$ cat src/verilog/motion_io_params.svh
`ifndef MOTION_IO_PARAMS_SVH
`define MOTION_IO_PARAMS_SVH

// ----------------------------------------------------------------
// register word offsets
// ----------------------------------------------------------------
`define OFS_CTRL 4'h0
`define OFS_JOG_SPEED 4'h1
`define OFS_STATUS 4'h2
`define OFS_IRQ_STATUS 4'h3
`define OFS_IRQ_MASK 4'h4
`define OFS_WARN 4'h5
`define OFS_TASK 4'h6

// ----------------------------------------------------------------
// control register fields
// ----------------------------------------------------------------
`define CTRL_BASE_HOMING 0
`define CTRL_BASE_ADV 1
`define CTRL_BASE_RESUME 2
`define CTRL_SEQ_MODE_LO 3
`define CTRL_SEQ_MODE_HI 4
`define CTRL_FLAG0_EN 5
`define CTRL_FLAG5_EN 6
`define CTRL_WIDTH 7
`define CTRL_RESET 7'h00

// ----------------------------------------------------------------
// sequence-step output modes
// ----------------------------------------------------------------
`define SEQ_MODE_TOGGLE 2'h0
`define SEQ_MODE_TARGET_REACHED_OUTPUT 2'h1
`define SEQ_MODE_LOW 2'h2
`define SEQ_MODE_HIGH 2'h3

// ----------------------------------------------------------------
// interrupt and warning bits
// ----------------------------------------------------------------
`define IRQ_TASK_START 0
`define IRQ_TARGET 1
`define IRQ_LAG_FAULT 2
`define IRQ_HOMING 3
`define IRQ_WIDTH 4
`define WARN_LAG 0
`define WARN_RESP 1
`define WARN_WIDTH 2

// ----------------------------------------------------------------
// widths and reset values
// ----------------------------------------------------------------
`define TASK_W 8
`define JOG_W 16
`define JOG_SPEED_RESET 16'h0000
`define FLAG_COUNT 6
`define SYNC_W 14

`endif

$ cat src/verilog/motion_io_pkg.sv
package motion_io_pkg;

  typedef logic [7:0] task_num_t;

  typedef enum logic [0:0] {
    adv_idle,
    adv_wait
  } adv_state_t;

endpackage

$ cat src/verilog/motion_task_io_card.sv
// Operation
// [RULE1] base homing selected: card homing ignored
// [RULE2] clear input clears lag/response warnings
// [RULE3] advance starts next task after target reached
// [RULE4] base-unit input may also advance task
// [RULE5] jog speed from register, sign is direction
// [RULE6] jog rising edge starts, falling edge cancels
// [RULE7] resume continues interrupted task, base too
// [RULE8] start takes task number from select inputs
// [RULE9] base start takes number from base inputs
// [RULE10] in-position output high inside target window
// [RULE11] no cable-break detection on in-position output
// [RULE12] sequence step output toggles per chained start
// [RULE13] sequence step low at first chained task
// [RULE14] sequence step behaviour set by software
// [RULE15] lag output low outside following window
// [RULE16] position flag high when preset fulfilled
// [RULE17] flags zero and five software configured only
// [RULE18] select bit low is lsb, high msb
// [RULE19] inputs synchronised and edge detected first
//
// Implementation choices: the placing of the registers and the Avalon-MM register port.
`timescale 1ns/1ps
`include "motion_io_params.svh"

module motion_task_io_card
  import motion_io_pkg::*;
(
  // clock and reset
  input wire logic clk_i,
  input wire logic rst_i,
  // avalon-mm slave
  input wire logic [3:0] avs_address_i,
  input wire logic avs_read_i,
  input wire logic avs_write_i,
  input wire logic [31:0] avs_writedata_i,
  output logic [31:0] avs_readdata_o,
  output logic avs_waitrequest_o,
  output logic irq_o,
  // controller pins on the card
  input wire logic [7:0] task_select_i,
  input wire logic homing_switch_i,
  input wire logic lag_warning_clear_i,
  input wire logic advance_task_input_i,
  input wire logic jog_input_i,
  input wire logic resume_task_input_i,
  input wire logic task_start_input_i,
  // base-unit digital inputs
  input wire logic [7:0] base_task_select_i,
  input wire logic base_homing_i,
  input wire logic base_task_start_i,
  input wire logic base_advance_i,
  input wire logic base_resume_i,
  // motion core status
  input wire logic target_in_window_i,
  input wire logic lag_in_window_i,
  input wire logic [5:0] preset_met_i,
  input wire logic seq_task_start_i,
  input wire logic seq_first_task_i,
  input wire logic task_interrupted_i,
  input wire logic lag_warn_set_i,
  input wire logic resp_warn_set_i,
  // motion core commands
  output logic start_task_o,
  output logic [7:0] task_num_o,
  output logic advance_o,
  output logic resume_o,
  output logic homing_o,
  output logic jog_run_o,
  output logic [15:0] jog_speed_o,
  output logic jog_dir_o,
  // controller pins driven by the card
  output logic target_reached_output_o,
  output logic sequence_step_output_o,
  output logic lag_fault_output_o,
  output logic [5:0] position_flag_o
);

  // ----------------------------------------------------------------
  // input synchronisers
  // ----------------------------------------------------------------
  logic [`SYNC_W-1:0] pins_raw;
  logic [`SYNC_W-1:0] meta_r;
  logic [`SYNC_W-1:0] sync_r;
  logic [`SYNC_W-1:0] prev_r;
  logic [`SYNC_W-1:0] rise;
  logic [`SYNC_W-1:0] fall;

  // [RULE18] select bit low is lsb
  assign pins_raw = {task_start_input_i, resume_task_input_i, jog_input_i,
                     advance_task_input_i, lag_warning_clear_i, homing_switch_i,
                     task_select_i};

  // [RULE19] two flops then edge detect
  genvar gi;
  generate
    for (gi = 0; gi < `SYNC_W; gi = gi + 1) begin : g_sync
      always_ff @(posedge clk_i) begin
        if (rst_i) begin
          meta_r[gi] <= 1'b0;
          sync_r[gi] <= 1'b0;
          prev_r[gi] <= 1'b0;
        end else begin
          meta_r[gi] <= pins_raw[gi];
          sync_r[gi] <= meta_r[gi];
          prev_r[gi] <= sync_r[gi];
        end
      end
      assign rise[gi] = sync_r[gi] & ~prev_r[gi];
      assign fall[gi] = ~sync_r[gi] & prev_r[gi];
    end
  endgenerate

  logic [7:0] sel_sync;
  logic homing_sync;
  logic clear_rise;
  logic adv_rise;
  logic jog_sync;
  logic jog_rise;
  logic jog_fall;
  logic resume_rise;
  logic start_rise;

  assign sel_sync = sync_r[7:0];
  assign homing_sync = sync_r[8];
  assign clear_rise = rise[9];
  assign adv_rise = rise[10];
  assign jog_sync = sync_r[11];
  assign jog_rise = rise[11];
  assign jog_fall = fall[11];
  assign resume_rise = rise[12];
  assign start_rise = rise[13];

  // base-unit inputs are internal and already on this clock
  logic base_start_r;
  logic base_adv_r;
  logic base_resume_r;
  logic base_start_rise;
  logic base_adv_rise;
  logic base_resume_rise;

  always_ff @(posedge clk_i) begin
    if (rst_i) begin
      base_start_r <= 1'b0;
      base_adv_r <= 1'b0;
      base_resume_r <= 1'b0;
    end else begin
      base_start_r <= base_task_start_i;
      base_adv_r <= base_advance_i;
      base_resume_r <= base_resume_i;
    end
  end

  assign base_start_rise = base_task_start_i & ~base_start_r;
  assign base_adv_rise = base_advance_i & ~base_adv_r;
  assign base_resume_rise = base_resume_i & ~base_resume_r;

  // ----------------------------------------------------------------
  // registers and bus access
  // ----------------------------------------------------------------
  logic [`CTRL_WIDTH-1:0] ctrl_r;
  logic [`JOG_W-1:0] jog_speed_r;
  logic [`IRQ_WIDTH-1:0] irq_status_r;
  logic [`IRQ_WIDTH-1:0] irq_mask_r;
  logic [`WARN_WIDTH-1:0] warn_r;
  logic [`IRQ_WIDTH-1:0] irq_event;
  logic bus_req;
  logic bus_wr;
  logic [1:0] seq_mode;
  adv_state_t adv_state_r;

  function automatic logic addr_is(input logic [3:0] a, input logic [3:0] ofs);
    addr_is = (a == ofs);
  endfunction

  // one wait cycle: request seen, then waitrequest drops for one cycle
  assign bus_req = (avs_read_i | avs_write_i) & avs_waitrequest_o;
  assign bus_wr = avs_write_i & ~avs_waitrequest_o;
  assign seq_mode = ctrl_r[`CTRL_SEQ_MODE_HI:`CTRL_SEQ_MODE_LO];

  always_ff @(posedge clk_i) begin
    if (rst_i) begin
      avs_waitrequest_o <= 1'b1;
    end else begin
      avs_waitrequest_o <= ~bus_req;
    end
  end

  // [RULE14] step output mode and flag config by software
  always_ff @(posedge clk_i) begin
    if (rst_i) begin
      ctrl_r <= `CTRL_RESET;
      jog_speed_r <= `JOG_SPEED_RESET;
      irq_mask_r <= '0;
    end else if (bus_wr) begin
      if (addr_is(avs_address_i, `OFS_CTRL)) begin
        ctrl_r <= avs_writedata_i[`CTRL_WIDTH-1:0];
      end else if (addr_is(avs_address_i, `OFS_JOG_SPEED)) begin
        jog_speed_r <= avs_writedata_i[`JOG_W-1:0];
      end else if (addr_is(avs_address_i, `OFS_IRQ_MASK)) begin
        irq_mask_r <= avs_writedata_i[`IRQ_WIDTH-1:0];
      end
    end
  end

  always_ff @(posedge clk_i) begin
    if (rst_i) begin
      avs_readdata_o <= 32'h0000_0000;
    end else if (bus_req && avs_read_i) begin
      if (addr_is(avs_address_i, `OFS_CTRL)) begin
        avs_readdata_o <= {25'h0000000, ctrl_r};
      end else if (addr_is(avs_address_i, `OFS_JOG_SPEED)) begin
        avs_readdata_o <= {16'h0000, jog_speed_r};
      end else if (addr_is(avs_address_i, `OFS_STATUS)) begin
        avs_readdata_o <= {20'h00000, position_flag_o, jog_run_o, adv_state_r == adv_wait,
                           lag_fault_output_o, sequence_step_output_o,
                           target_reached_output_o, homing_o};
      end else if (addr_is(avs_address_i, `OFS_IRQ_STATUS)) begin
        avs_readdata_o <= {28'h0000000, irq_status_r};
      end else if (addr_is(avs_address_i, `OFS_IRQ_MASK)) begin
        avs_readdata_o <= {28'h0000000, irq_mask_r};
      end else if (addr_is(avs_address_i, `OFS_WARN)) begin
        avs_readdata_o <= {30'h00000000, warn_r};
      end else if (addr_is(avs_address_i, `OFS_TASK)) begin
        avs_readdata_o <= {24'h000000, task_num_o};
      end else begin
        avs_readdata_o <= 32'h0000_0000;
      end
    end
  end

  // ----------------------------------------------------------------
  // warnings
  // ----------------------------------------------------------------
  // [RULE2] clear edge drops warnings, new set wins
  always_ff @(posedge clk_i) begin
    if (rst_i) begin
      warn_r <= '0;
    end else begin
      warn_r[`WARN_LAG] <= lag_warn_set_i | (warn_r[`WARN_LAG] & ~clear_rise);
      warn_r[`WARN_RESP] <= resp_warn_set_i | (warn_r[`WARN_RESP] & ~clear_rise);
    end
  end

  // ----------------------------------------------------------------
  // task start and resume
  // ----------------------------------------------------------------
  always_ff @(posedge clk_i) begin
    if (rst_i) begin
      start_task_o <= 1'b0;
      task_num_o <= 8'h00;
    end else begin
      start_task_o <= start_rise | base_start_rise;
      // [RULE8] card start latches select inputs
      if (start_rise) begin
        task_num_o <= sel_sync;
      // [RULE9] base start uses base inputs
      end else if (base_start_rise) begin
        task_num_o <= base_task_select_i;
      end
    end
  end

  // [RULE7] resume only an interrupted task
  always_ff @(posedge clk_i) begin
    if (rst_i) begin
      resume_o <= 1'b0;
    end else begin
      resume_o <= task_interrupted_i &
                  (resume_rise | (base_resume_rise & ctrl_r[`CTRL_BASE_RESUME]));
    end
  end

  // ----------------------------------------------------------------
  // advance to follow-on task
  // ----------------------------------------------------------------
  logic adv_req;

  // [RULE4] base input gated by its enable
  assign adv_req = adv_rise | (base_adv_rise & ctrl_r[`CTRL_BASE_ADV]);

  // [RULE3] hold the request until target reached
  always_ff @(posedge clk_i) begin
    if (rst_i) begin
      adv_state_r <= adv_idle;
      advance_o <= 1'b0;
    end else begin
      advance_o <= 1'b0;
      case (adv_state_r)
        adv_idle: begin
          if (adv_req) begin
            if (target_in_window_i) begin
              advance_o <= 1'b1;
            end else begin
              adv_state_r <= adv_wait;
            end
          end
        end
        adv_wait: begin
          if (target_in_window_i) begin
            advance_o <= 1'b1;
            adv_state_r <= adv_idle;
          end
        end
        default: begin
          adv_state_r <= adv_idle;
        end
      endcase
    end
  end

  // ----------------------------------------------------------------
  // homing and jog
  // ----------------------------------------------------------------
  // [RULE1] base homing overrides card pin
  always_ff @(posedge clk_i) begin
    if (rst_i) begin
      homing_o <= 1'b0;
    end else if (ctrl_r[`CTRL_BASE_HOMING]) begin
      homing_o <= base_homing_i;
    end else begin
      homing_o <= homing_sync;
    end
  end

  // [RULE6] edges start and cancel jog
  always_ff @(posedge clk_i) begin
    if (rst_i) begin
      jog_run_o <= 1'b0;
    end else if (jog_rise) begin
      jog_run_o <= 1'b1;
    end else if (jog_fall) begin
      jog_run_o <= 1'b0;
    end
  end

  // [RULE5] magnitude and sign of speed
  always_ff @(posedge clk_i) begin
    if (rst_i) begin
      jog_speed_o <= 16'h0000;
      jog_dir_o <= 1'b0;
    end else begin
      jog_dir_o <= jog_speed_r[`JOG_W-1];
      if (jog_speed_r[`JOG_W-1]) begin
        jog_speed_o <= 16'(-jog_speed_r);
      end else begin
        jog_speed_o <= jog_speed_r;
      end
    end
  end

  // ----------------------------------------------------------------
  // controller outputs
  // ----------------------------------------------------------------
  // [RULE10] plain level, [RULE11] no load sensing by design
  always_ff @(posedge clk_i) begin
    if (rst_i) begin
      target_reached_output_o <= 1'b0;
    end else begin
      target_reached_output_o <= target_in_window_i;
    end
  end

  // [RULE15] high only inside following window
  always_ff @(posedge clk_i) begin
    if (rst_i) begin
      lag_fault_output_o <= 1'b0;
    end else begin
      lag_fault_output_o <= lag_in_window_i;
    end
  end

  logic seq_toggle_r;

  // [RULE12] toggle per chained start
  always_ff @(posedge clk_i) begin
    if (rst_i) begin
      seq_toggle_r <= 1'b0;
    end else if (seq_task_start_i) begin
      // [RULE13] first task of sequence forces low
      seq_toggle_r <= seq_first_task_i ? 1'b0 : ~seq_toggle_r;
    end
  end

  // [RULE14] output form chosen by mode
  always_ff @(posedge clk_i) begin
    if (rst_i) begin
      sequence_step_output_o <= 1'b0;
    end else begin
      case (seq_mode)
        `SEQ_MODE_TOGGLE: begin
          if (seq_task_start_i) begin
            sequence_step_output_o <= seq_first_task_i ? 1'b0 : ~seq_toggle_r;
          end else begin
            sequence_step_output_o <= seq_toggle_r;
          end
        end
        `SEQ_MODE_TARGET_REACHED_OUTPUT: sequence_step_output_o <= target_in_window_i;
        `SEQ_MODE_LOW: sequence_step_output_o <= 1'b0;
        default: sequence_step_output_o <= 1'b1;
      endcase
    end
  end

  // [RULE16] flags follow preset results
  // [RULE17] flags zero and five need a software enable
  generate
    for (gi = 0; gi < `FLAG_COUNT; gi = gi + 1) begin : g_flag
      logic flag_en;
      if (gi == 0) begin : g_en0
        assign flag_en = ctrl_r[`CTRL_FLAG0_EN];
      end else if (gi == `FLAG_COUNT - 1) begin : g_en5
        assign flag_en = ctrl_r[`CTRL_FLAG5_EN];
      end else begin : g_enx
        assign flag_en = 1'b1;
      end
      always_ff @(posedge clk_i) begin
        if (rst_i) begin
          position_flag_o[gi] <= 1'b0;
        end else begin
          position_flag_o[gi] <= preset_met_i[gi] & flag_en;
        end
      end
    end
  endgenerate

  // ----------------------------------------------------------------
  // interrupts
  // ----------------------------------------------------------------
  logic target_prev_r;
  logic lag_prev_r;

  always_ff @(posedge clk_i) begin
    if (rst_i) begin
      target_prev_r <= 1'b0;
      lag_prev_r <= 1'b1;
    end else begin
      target_prev_r <= target_in_window_i;
      lag_prev_r <= lag_in_window_i;
    end
  end

  assign irq_event[`IRQ_TASK_START] = start_rise | base_start_rise;
  assign irq_event[`IRQ_TARGET] = target_in_window_i & ~target_prev_r;
  assign irq_event[`IRQ_LAG_FAULT] = ~lag_in_window_i & lag_prev_r;
  assign irq_event[`IRQ_HOMING] = homing_o;

  // set wins over a write-one clear in the same cycle
  always_ff @(posedge clk_i) begin
    if (rst_i) begin
      irq_status_r <= '0;
    end else if (bus_wr && addr_is(avs_address_i, `OFS_IRQ_STATUS)) begin
      irq_status_r <= irq_event | (irq_status_r & ~avs_writedata_i[`IRQ_WIDTH-1:0]);
    end else begin
      irq_status_r <= irq_event | irq_status_r;
    end
  end

  always_ff @(posedge clk_i) begin
    if (rst_i) begin
      irq_o <= 1'b0;
    end else begin
      irq_o <= |(irq_status_r & irq_mask_r);
    end
  end

endmodule

$ cat config.mk
export PLATFORM = sky130hd
export DESIGN_NAME = motion_task_io_card
export DESIGN_NICKNAME = d
export VERILOG_FILES = /design/src/verilog/motion_io_pkg.sv /design/src/verilog/motion_task_io_card.sv
export VERILOG_INCLUDE_DIRS = /design/src /design/src/verilog
export SDC_FILE = /design/constraint.sdc
export NUM_CORES = 1
export LEC_CHECK = 0
export ABC_AREA = 1
export BUFFER_PORTS_ARGS = -buffer_cell sky130_fd_sc_hd__buf_2
export CORE_UTILIZATION = 38
export CTS_BUF_LIST = sky130_fd_sc_hd__clkbuf_8
export CTS_CLUSTER_DIAMETER = 40
export DETAILED_ROUTE_END_ITERATION = 7
export HOLD_SLACK_MARGIN = 0.15
export PLACE_DENSITY = 0.71
export SLEW_MARGIN = 25
export SYNTH_ARGS = -nofsm -noshare
export SYNTH_HDL_FRONTEND = slang
export SYNTH_SLANG_ARGS = --single-unit
$ cat constraint.sdc
create_clock -name clk_i -period 1.5 [get_ports clk_i]
set_clock_uncertainty 0.2 [all_clocks]
set_input_delay 0.15 -clock clk_i [delete_from_list [all_inputs] [get_ports clk_i]]
set_output_delay 0.15 -clock clk_i [all_outputs]
set_load 0.01 [all_outputs]
=== Yosys cells after proc, flatten, opt, wreduce, memory -nomap -nowiden ===
Cells that the tools add are included.

* Flip-flop bits (word level): 145
* Input bits: 79
* Output and inout bits: 73

* Add/subtract/negate cells: 1
* Eq/ne operators: 8
* Multiplexer cells: 23
* Bitwise operators: 50
* Reductions and logical operators: 11

{| class="wikitable"
|+ Operator list
! operator !! count
|-
| $mux 8 || 6
|-
| $mux 16 || 2
|-
| $and 1x1->1 || 20
|-
| $not 1->1 || 19
|-
| $neg 16->16 || 1
|-
| $mux 15 || 1
|-
| $eq 4x3->1 const B || 3
|-
| $mux 12 || 1
|-
| $mux 1 || 9
|-
| $and 4x4->4 || 2
|-
| $eq 4x2->1 const B || 2
|-
| $or 4x4->4 || 2
|-
| $or 1x1->1 || 6
|-
| $eq 4x1->1 const B || 1
|-
| $logic_not 4->1 || 1
|-
| $mux 4 || 1
|-
| $not 4->4 || 1
|-
| $pmux 1 s2 || 2
|-
| $reduce_and 4->1 || 1
|-
| $reduce_bool 2->1 || 2
|-
| $reduce_or 4->1 || 1
|-
| $pmux 1 s3 || 1
|-
| $reduce_and 3->1 || 1
|-
| $eq 2x1->1 const B || 1
|-
| other kinds (5) || 6
|}

=== Longest topological paths before layout ===
* Depth after elaboration: 8
* Gate-level depth with buffers: 9

=== Least setup slack after synthesis ===
No wires, ideal clock.

* Path type: flip-flop to flip-flop
* Start: reg jog_speed_r[0]
* End: reg jog_speed_o[12]
* Arrival time: 1.235 ns
* Required time: 1.185 ns
* Path slack: -0.050 ns
* Cell stages (with the launch flop): 8
* Buffers on the path: 0
* Cells stage by stage: dfxtp_1 > inv_1 > ha_1 > nand3_1 > nor3_1 > nand3_1 > a21oi_1 > nor2_1

* Longest elaborated chain between the ends: 2

{| class="wikitable"
|+ Ends and longest elaborated chain
! element !! RTL line !! source
|-
| start, declared || motion_task_io_card.sv:162 || <nowiki>logic [`JOG_W-1:0] jog_speed_r;</nowiki>
|-
| start signal, assigned || motion_task_io_card.sv:193 || <nowiki>jog_speed_r <= `JOG_SPEED_RESET;</nowiki>
|-
| start signal, assigned || motion_task_io_card.sv:199 || <nowiki>jog_speed_r <= avs_writedata_i[`JOG_W-1:0];</nowiki>
|-
| $neg 16->16 || motion_task_io_card.sv:345 || <nowiki>jog_speed_o <= 16'(-jog_speed_r);</nowiki>
|-
| $mux 15 || motion_task_io_card.sv:344 || <nowiki>if (jog_speed_r[`JOG_W-1]) begin</nowiki>
|-
| end signal, assigned || motion_task_io_card.sv:345 ||
|-
| end signal, assigned || motion_task_io_card.sv:347 || <nowiki>jog_speed_o <= jog_speed_r;</nowiki>
|-
| end, declared || motion_task_io_card.sv:70 || <nowiki>output logic [15:0] jog_speed_o,</nowiki>
|}

No other way between the ends.
A chain may end at the register's enable or synchronous reset.

=== Worst setup path after layout ===
* Start: in avs_read_i
* End: reg avs_readdata_o[1]

* Longest elaborated chain between the ends: 3

{| class="wikitable"
|+ Ends and longest elaborated chain
! element !! RTL line !! source
|-
| start, declared || motion_task_io_card.sv:34 || <nowiki>input wire logic avs_read_i,</nowiki>
|-
| $or 1x1->1 || motion_task_io_card.sv:177 || <nowiki>assign bus_req = (avs_read_i | avs_write_i) & avs_waitrequest_o;</nowiki>
|-
| $and 1x1->1 || motion_task_io_card.sv:177 ||
|-
| $logic_and 1x1->1 * || motion_task_io_card.sv:209 || <nowiki>end else if (bus_req && avs_read_i) begin</nowiki>
|-
| end signal, assigned || motion_task_io_card.sv:211 || <nowiki>avs_readdata_o <= {25'h0000000, ctrl_r};</nowiki>
|-
| end signal, assigned || motion_task_io_card.sv:213 || <nowiki>avs_readdata_o <= {16'h0000, jog_speed_r};</nowiki>
|-
| end signal, assigned || motion_task_io_card.sv:215 || <nowiki>avs_readdata_o <= {20'h00000, position_flag_o, jog_run_o, adv_state_r == adv_wait,</nowiki>
|-
| end, declared || motion_task_io_card.sv:37 || <nowiki>output logic [31:0] avs_readdata_o,</nowiki>
|}

Mark *: on every way between the ends. The rest lies on a longest branch, timed or not.

==> impl_results.md <==
- Post-layout nets: 965
- Startpoint of the worst setup timing path: avs_read_i
- Worst min-delay path class: in -> reg
- WL final: 14.2 mm
- Worst slack on hold paths: -0.135 ns
- Total CTS buffers: 17
- Sequential element share of the synthesized area: 0.517
- Worst path max stage delay: 0.54 ns
- Die W: 117 um
- Number of distinct library cells after synthesis: 41
- Storage cell area: 2590 sq um
- Unrepaired setup endpoints after global routing: true
- Vias: 5031
- Count of pins on the block boundary: 152
- Minimum clock period after layout: 1.50 ns
- Synth Warn #: 0
- LEAKAGE: 3.51 nW
- Period utilization: 1.00
- Beginning of the worst register-to-register path: jog_speed_r[0]
- Total setup violations reported at the end of the flow: 1
- Least setup slack across all paths after layout: -0.000354 ns
- Status: finished with violations
- Internal power component: 5.88 mW
- Buf+Inv Stages, Crit Path: 5
- Synthesized instance count: 642
- Logic pwr share: 0.109
- Number of synthesized register bits: 129
- Max IR drop VDD: 717 uV
- Final antenna diode count: 0
- Number of maximum-capacitance constraint violations: 0
- Endpoint class of the critical path: register
- Maximum achievable frequency: 0.667 GHz
- Sum of overflow across all layers after global routing: 0
- Final-report max-slew violation count: 0
- Worst endpoint data arrival time: 1.65 ns
- Detailed-router iteration count before antenna repair: 6
- Root buffer cell: clkbuf_8
- Switching part of the total: 0.234
- Effective utilization at floorplan: 0.393
- Switching power total: 1.79 mW
- Mapped cell area: 5000 sq um
- Number of sinks driven by the clock tree: 129
- All-layer global routing usage: 0.208
- Input/output buffers: 119
- Mean cell area of the mapped netlist: 7.79 sq um
- Cell Count, Final, Fillers Out: 1067
- Share of power burned in the clock network: 0.423
- Violations in the final reports: hold timing, setup timing
- Antenna Violating Nets Remaining: 0
- Routed wirelength normalized by instance count: 13.3 um
- CP Launch Type: input pin
- Power after layout: 7.67 mW
- Vias in the first global route: 4624
- Register clock-pin slew on the reported worst setup and hold paths: 0.07 ns
- Clock Path Buffers: 2
- HP Start: rst_i
- Number of standard-cell rows in the floorplan: 41
- Pin count of the biggest net entering global routing: 48
- Placed Cells: 937
- Cell with the largest stage delay on the worst path: dlygate4sd3_1
- DRC errors left: 0
- Fraction of layout cells with a size suffix above 1: 0.265
- CTS tree: yes
- Kind of cell adding the most delay to the critical path: buffers and inverters
- Final hold violation count: 3
- Layout overhead on the synthesized area: 49.2%
- Worst-path cell chain: dlygate4sd3_1 -> buf_2 -> o21ai_0 -> inv_1 -> nand2_2 -> buf_2 -> a21oi_1 -> nand4_1 -> nand2_1 -> inv_1
- H-tree depth reported by CTS: 4
- Max Fanout on Critical Path: 7
- Share of power burned in registers: 0.468
- Routability congestion estimate: 0.859
- Power density over the cells: 1030 nW/um^2
- Height of the die: 117 um
- Hold-fix buffer count after cts: 97
- Multi-input gate area in the final layout: 2020 sq um
- Fillers: 1130
- Antenna violations before repair: 0
- Source-to-sink clock delay at the later pin of the worst-skew pair: 0.44 ns
- Vias per cell: 4.72
- Iteration-0 DRC count of the detailed router: 363
- Die ar.: 13600 sq um
- Post-DP HPWL: 8.92 mm
- Core area: 12700 sq um
- Wire length of the first global-routing pass: 21.5 mm
- Crit path required time: 1.65 ns
- WS Path Type: in -> reg
worst register-to-register path: cells and delay by family, from the launching register on:
kind	cells	cell delay, ns
flip-flops	1	0.36
AND/OR/NAND/NOR	8	0.83
what timing repair did:
| item | in CTS | in global routing |
|---|---|---|
| gates cloned | 0 | 2 |
| gates resized for setup | 19 | 38 |
| setup endpoints to repair | 11 | 41 |
| pin swaps | 6 | 10 |
| endpoints found under the hold margin | 114 | 25 |
| setup buffers | 1 | 2 |
power by group through the flow:
stage	clock (mW)	sequential (mW)	combinational, mW
global route	3.45	3.60	0.917
global placement	0	3.66	0.579
floorplan	0	3.67	0.347
finish	3.25	3.59	0.836
detailed placement	0	3.67	0.587
CTS	3.29	3.59	0.786
logic make-up after synthesis:
family                     Yosys count  share of synthesized area
and+or+nand+nor                    240                      0.210
AOI/OAI and AO/OA                  142                      0.150
DFF                                129                      0.517
buffers and inverters              128                      0.117
adders and majority gates            2                    0.00500
other                                1                   0.000750
Yosys cell counts:
master | count | share of area
a21oi_1 | 68 | 0.068
a31o_2 | 1 | 0.0018
a31oi_1 | 2 | 0.0025
a32o_1 | 1 | 0.0020
a41oi_1 | 1 | 0.0018
and3_1 | 1 | 0.0013
buf_1 | 1 | 0.00075
buf_2 | 7 | 0.0070
buf_4 | 16 | 0.024
buf_6 | 4 | 0.0090
clkbuf_1 | 12 | 0.0090
clkinv_1 | 2 | 0.0015
clkinv_4 | 1 | 0.0018
conb_1 | 1 | 0.00075
dfxtp_1 | 129 | 0.52
ha_1 | 2 | 0.0050
inv_1 | 79 | 0.059
inv_2 | 5 | 0.0038
inv_4 | 1 | 0.0013
nand2_1 | 82 | 0.062
nand2_2 | 1 | 0.0013
nand2_4 | 3 | 0.0068
nand3_1 | 28 | 0.028
nand3_2 | 1 | 0.0020
nand4_1 | 6 | 0.0075
nor2_1 | 102 | 0.077
nor2_2 | 3 | 0.0038
nor2_4 | 2 | 0.0045
nor2_8 | 1 | 0.0040
nor3_1 | 6 | 0.0060
nor3_4 | 1 | 0.0033
nor3b_1 | 1 | 0.0015
nor4_1 | 1 | 0.0013
o211ai_1 | 3 | 0.0045
o21a_1 | 2 | 0.0030
o21ai_0 | 45 | 0.045
o21ai_1 | 16 | 0.016
o311a_1 | 1 | 0.0020
o31ai_1 | 1 | 0.0015
o32ai_1 | 1 | 0.0018
or2_2 | 1 | 0.0013
placed cells by master (no fill, tap or decap), drive strengths merged, types with 2 or more instances in the layout:
cell type	synthesis	routed
buf	28	152
dfxtp	129	129
nor2	108	108
dlygate4sd3	0	93
inv	85	87
nand2	86	86
a21oi	68	68
o21ai	61	61
nand3	29	29
clkbuf	12	17
conb	1	16
clkinv	3	9
nor3	7	7
nand4	6	6
bufinv	0	5
o211ai	3	3
a31oi	2	2
o21a	2	2
dlymetal6s4s	0	2
ha	2	2
metrics by stage:
step | util | hold WS, ns | area, sq um | worst slack (ns) | setup TNS (ns)
finish | 0.586 | -0.135 | 7460 | -0.000354 | -0.000354
floorplan | - | 0.0293 | 5060 | 0.0167 | 0
global placement | 0.462 | 0.151 | 5880 | -0.0883 | -0.330
detailed placement | 0.462 | 0.156 | 5880 | -0.191 | -1.03
global route | 0.586 | -0.157 | 7460 | -0.0715 | -0.496
CTS | 0.578 | -0.150 | 7350 | -0.0321 | -0.117
metal layers:
metal / share of wire / track usage / wire [um] / vias to the layer above
met2: 0.50 / 0.363 / 7070 / 211
met4: 0.019 / 0.0734 / 264 / 0
li1: - / - / - / 2501
met1: 0.41 / 0.245 / 5790 / 2288
met3: 0.077 / 0.0597 / 1100 / 31
met5: 0 / 0 / 0 / -
registers in the layout, summed over array words and instances, names as in the netlist, 2 cells and up:
name,flops
irq_status_r,4
irq_mask_r,4
ctrl_r,7
task_num_o,8
sync_r,4
position_flag_o,6
warn_r,2
sel_sync,8
meta_r,14
avs_readdata_o,16
jog_speed_r,16
prev_r,5
jog_speed_o,16
cell type report:
class	instances	share of cell area
repair buffers	247	0.247
clock buffers	17	0.0314
inverters	88	0.0470
repair inverters	1	0.000671
multi-input cells	400	0.271
clock inverters	13	0.0262
flip-flops and latches	129	0.348
well taps	172	0.0289
path summary, 6_finish.rpt:
| path | endpoint | slack (ns) | cells past startpoint |
|---|---|---|---|
| setup / recovery | avs_readdata_o[1] | -0.0004 | 10 |
| hold / removal | start_task_o | -0.13 | 2 |
| setup reg to reg | jog_speed_o[13] | 0.01 | 8 |
| hold reg to reg | sel_sync[0] | 0.20 | 2 |
Power figures use the tool's default switching activity.
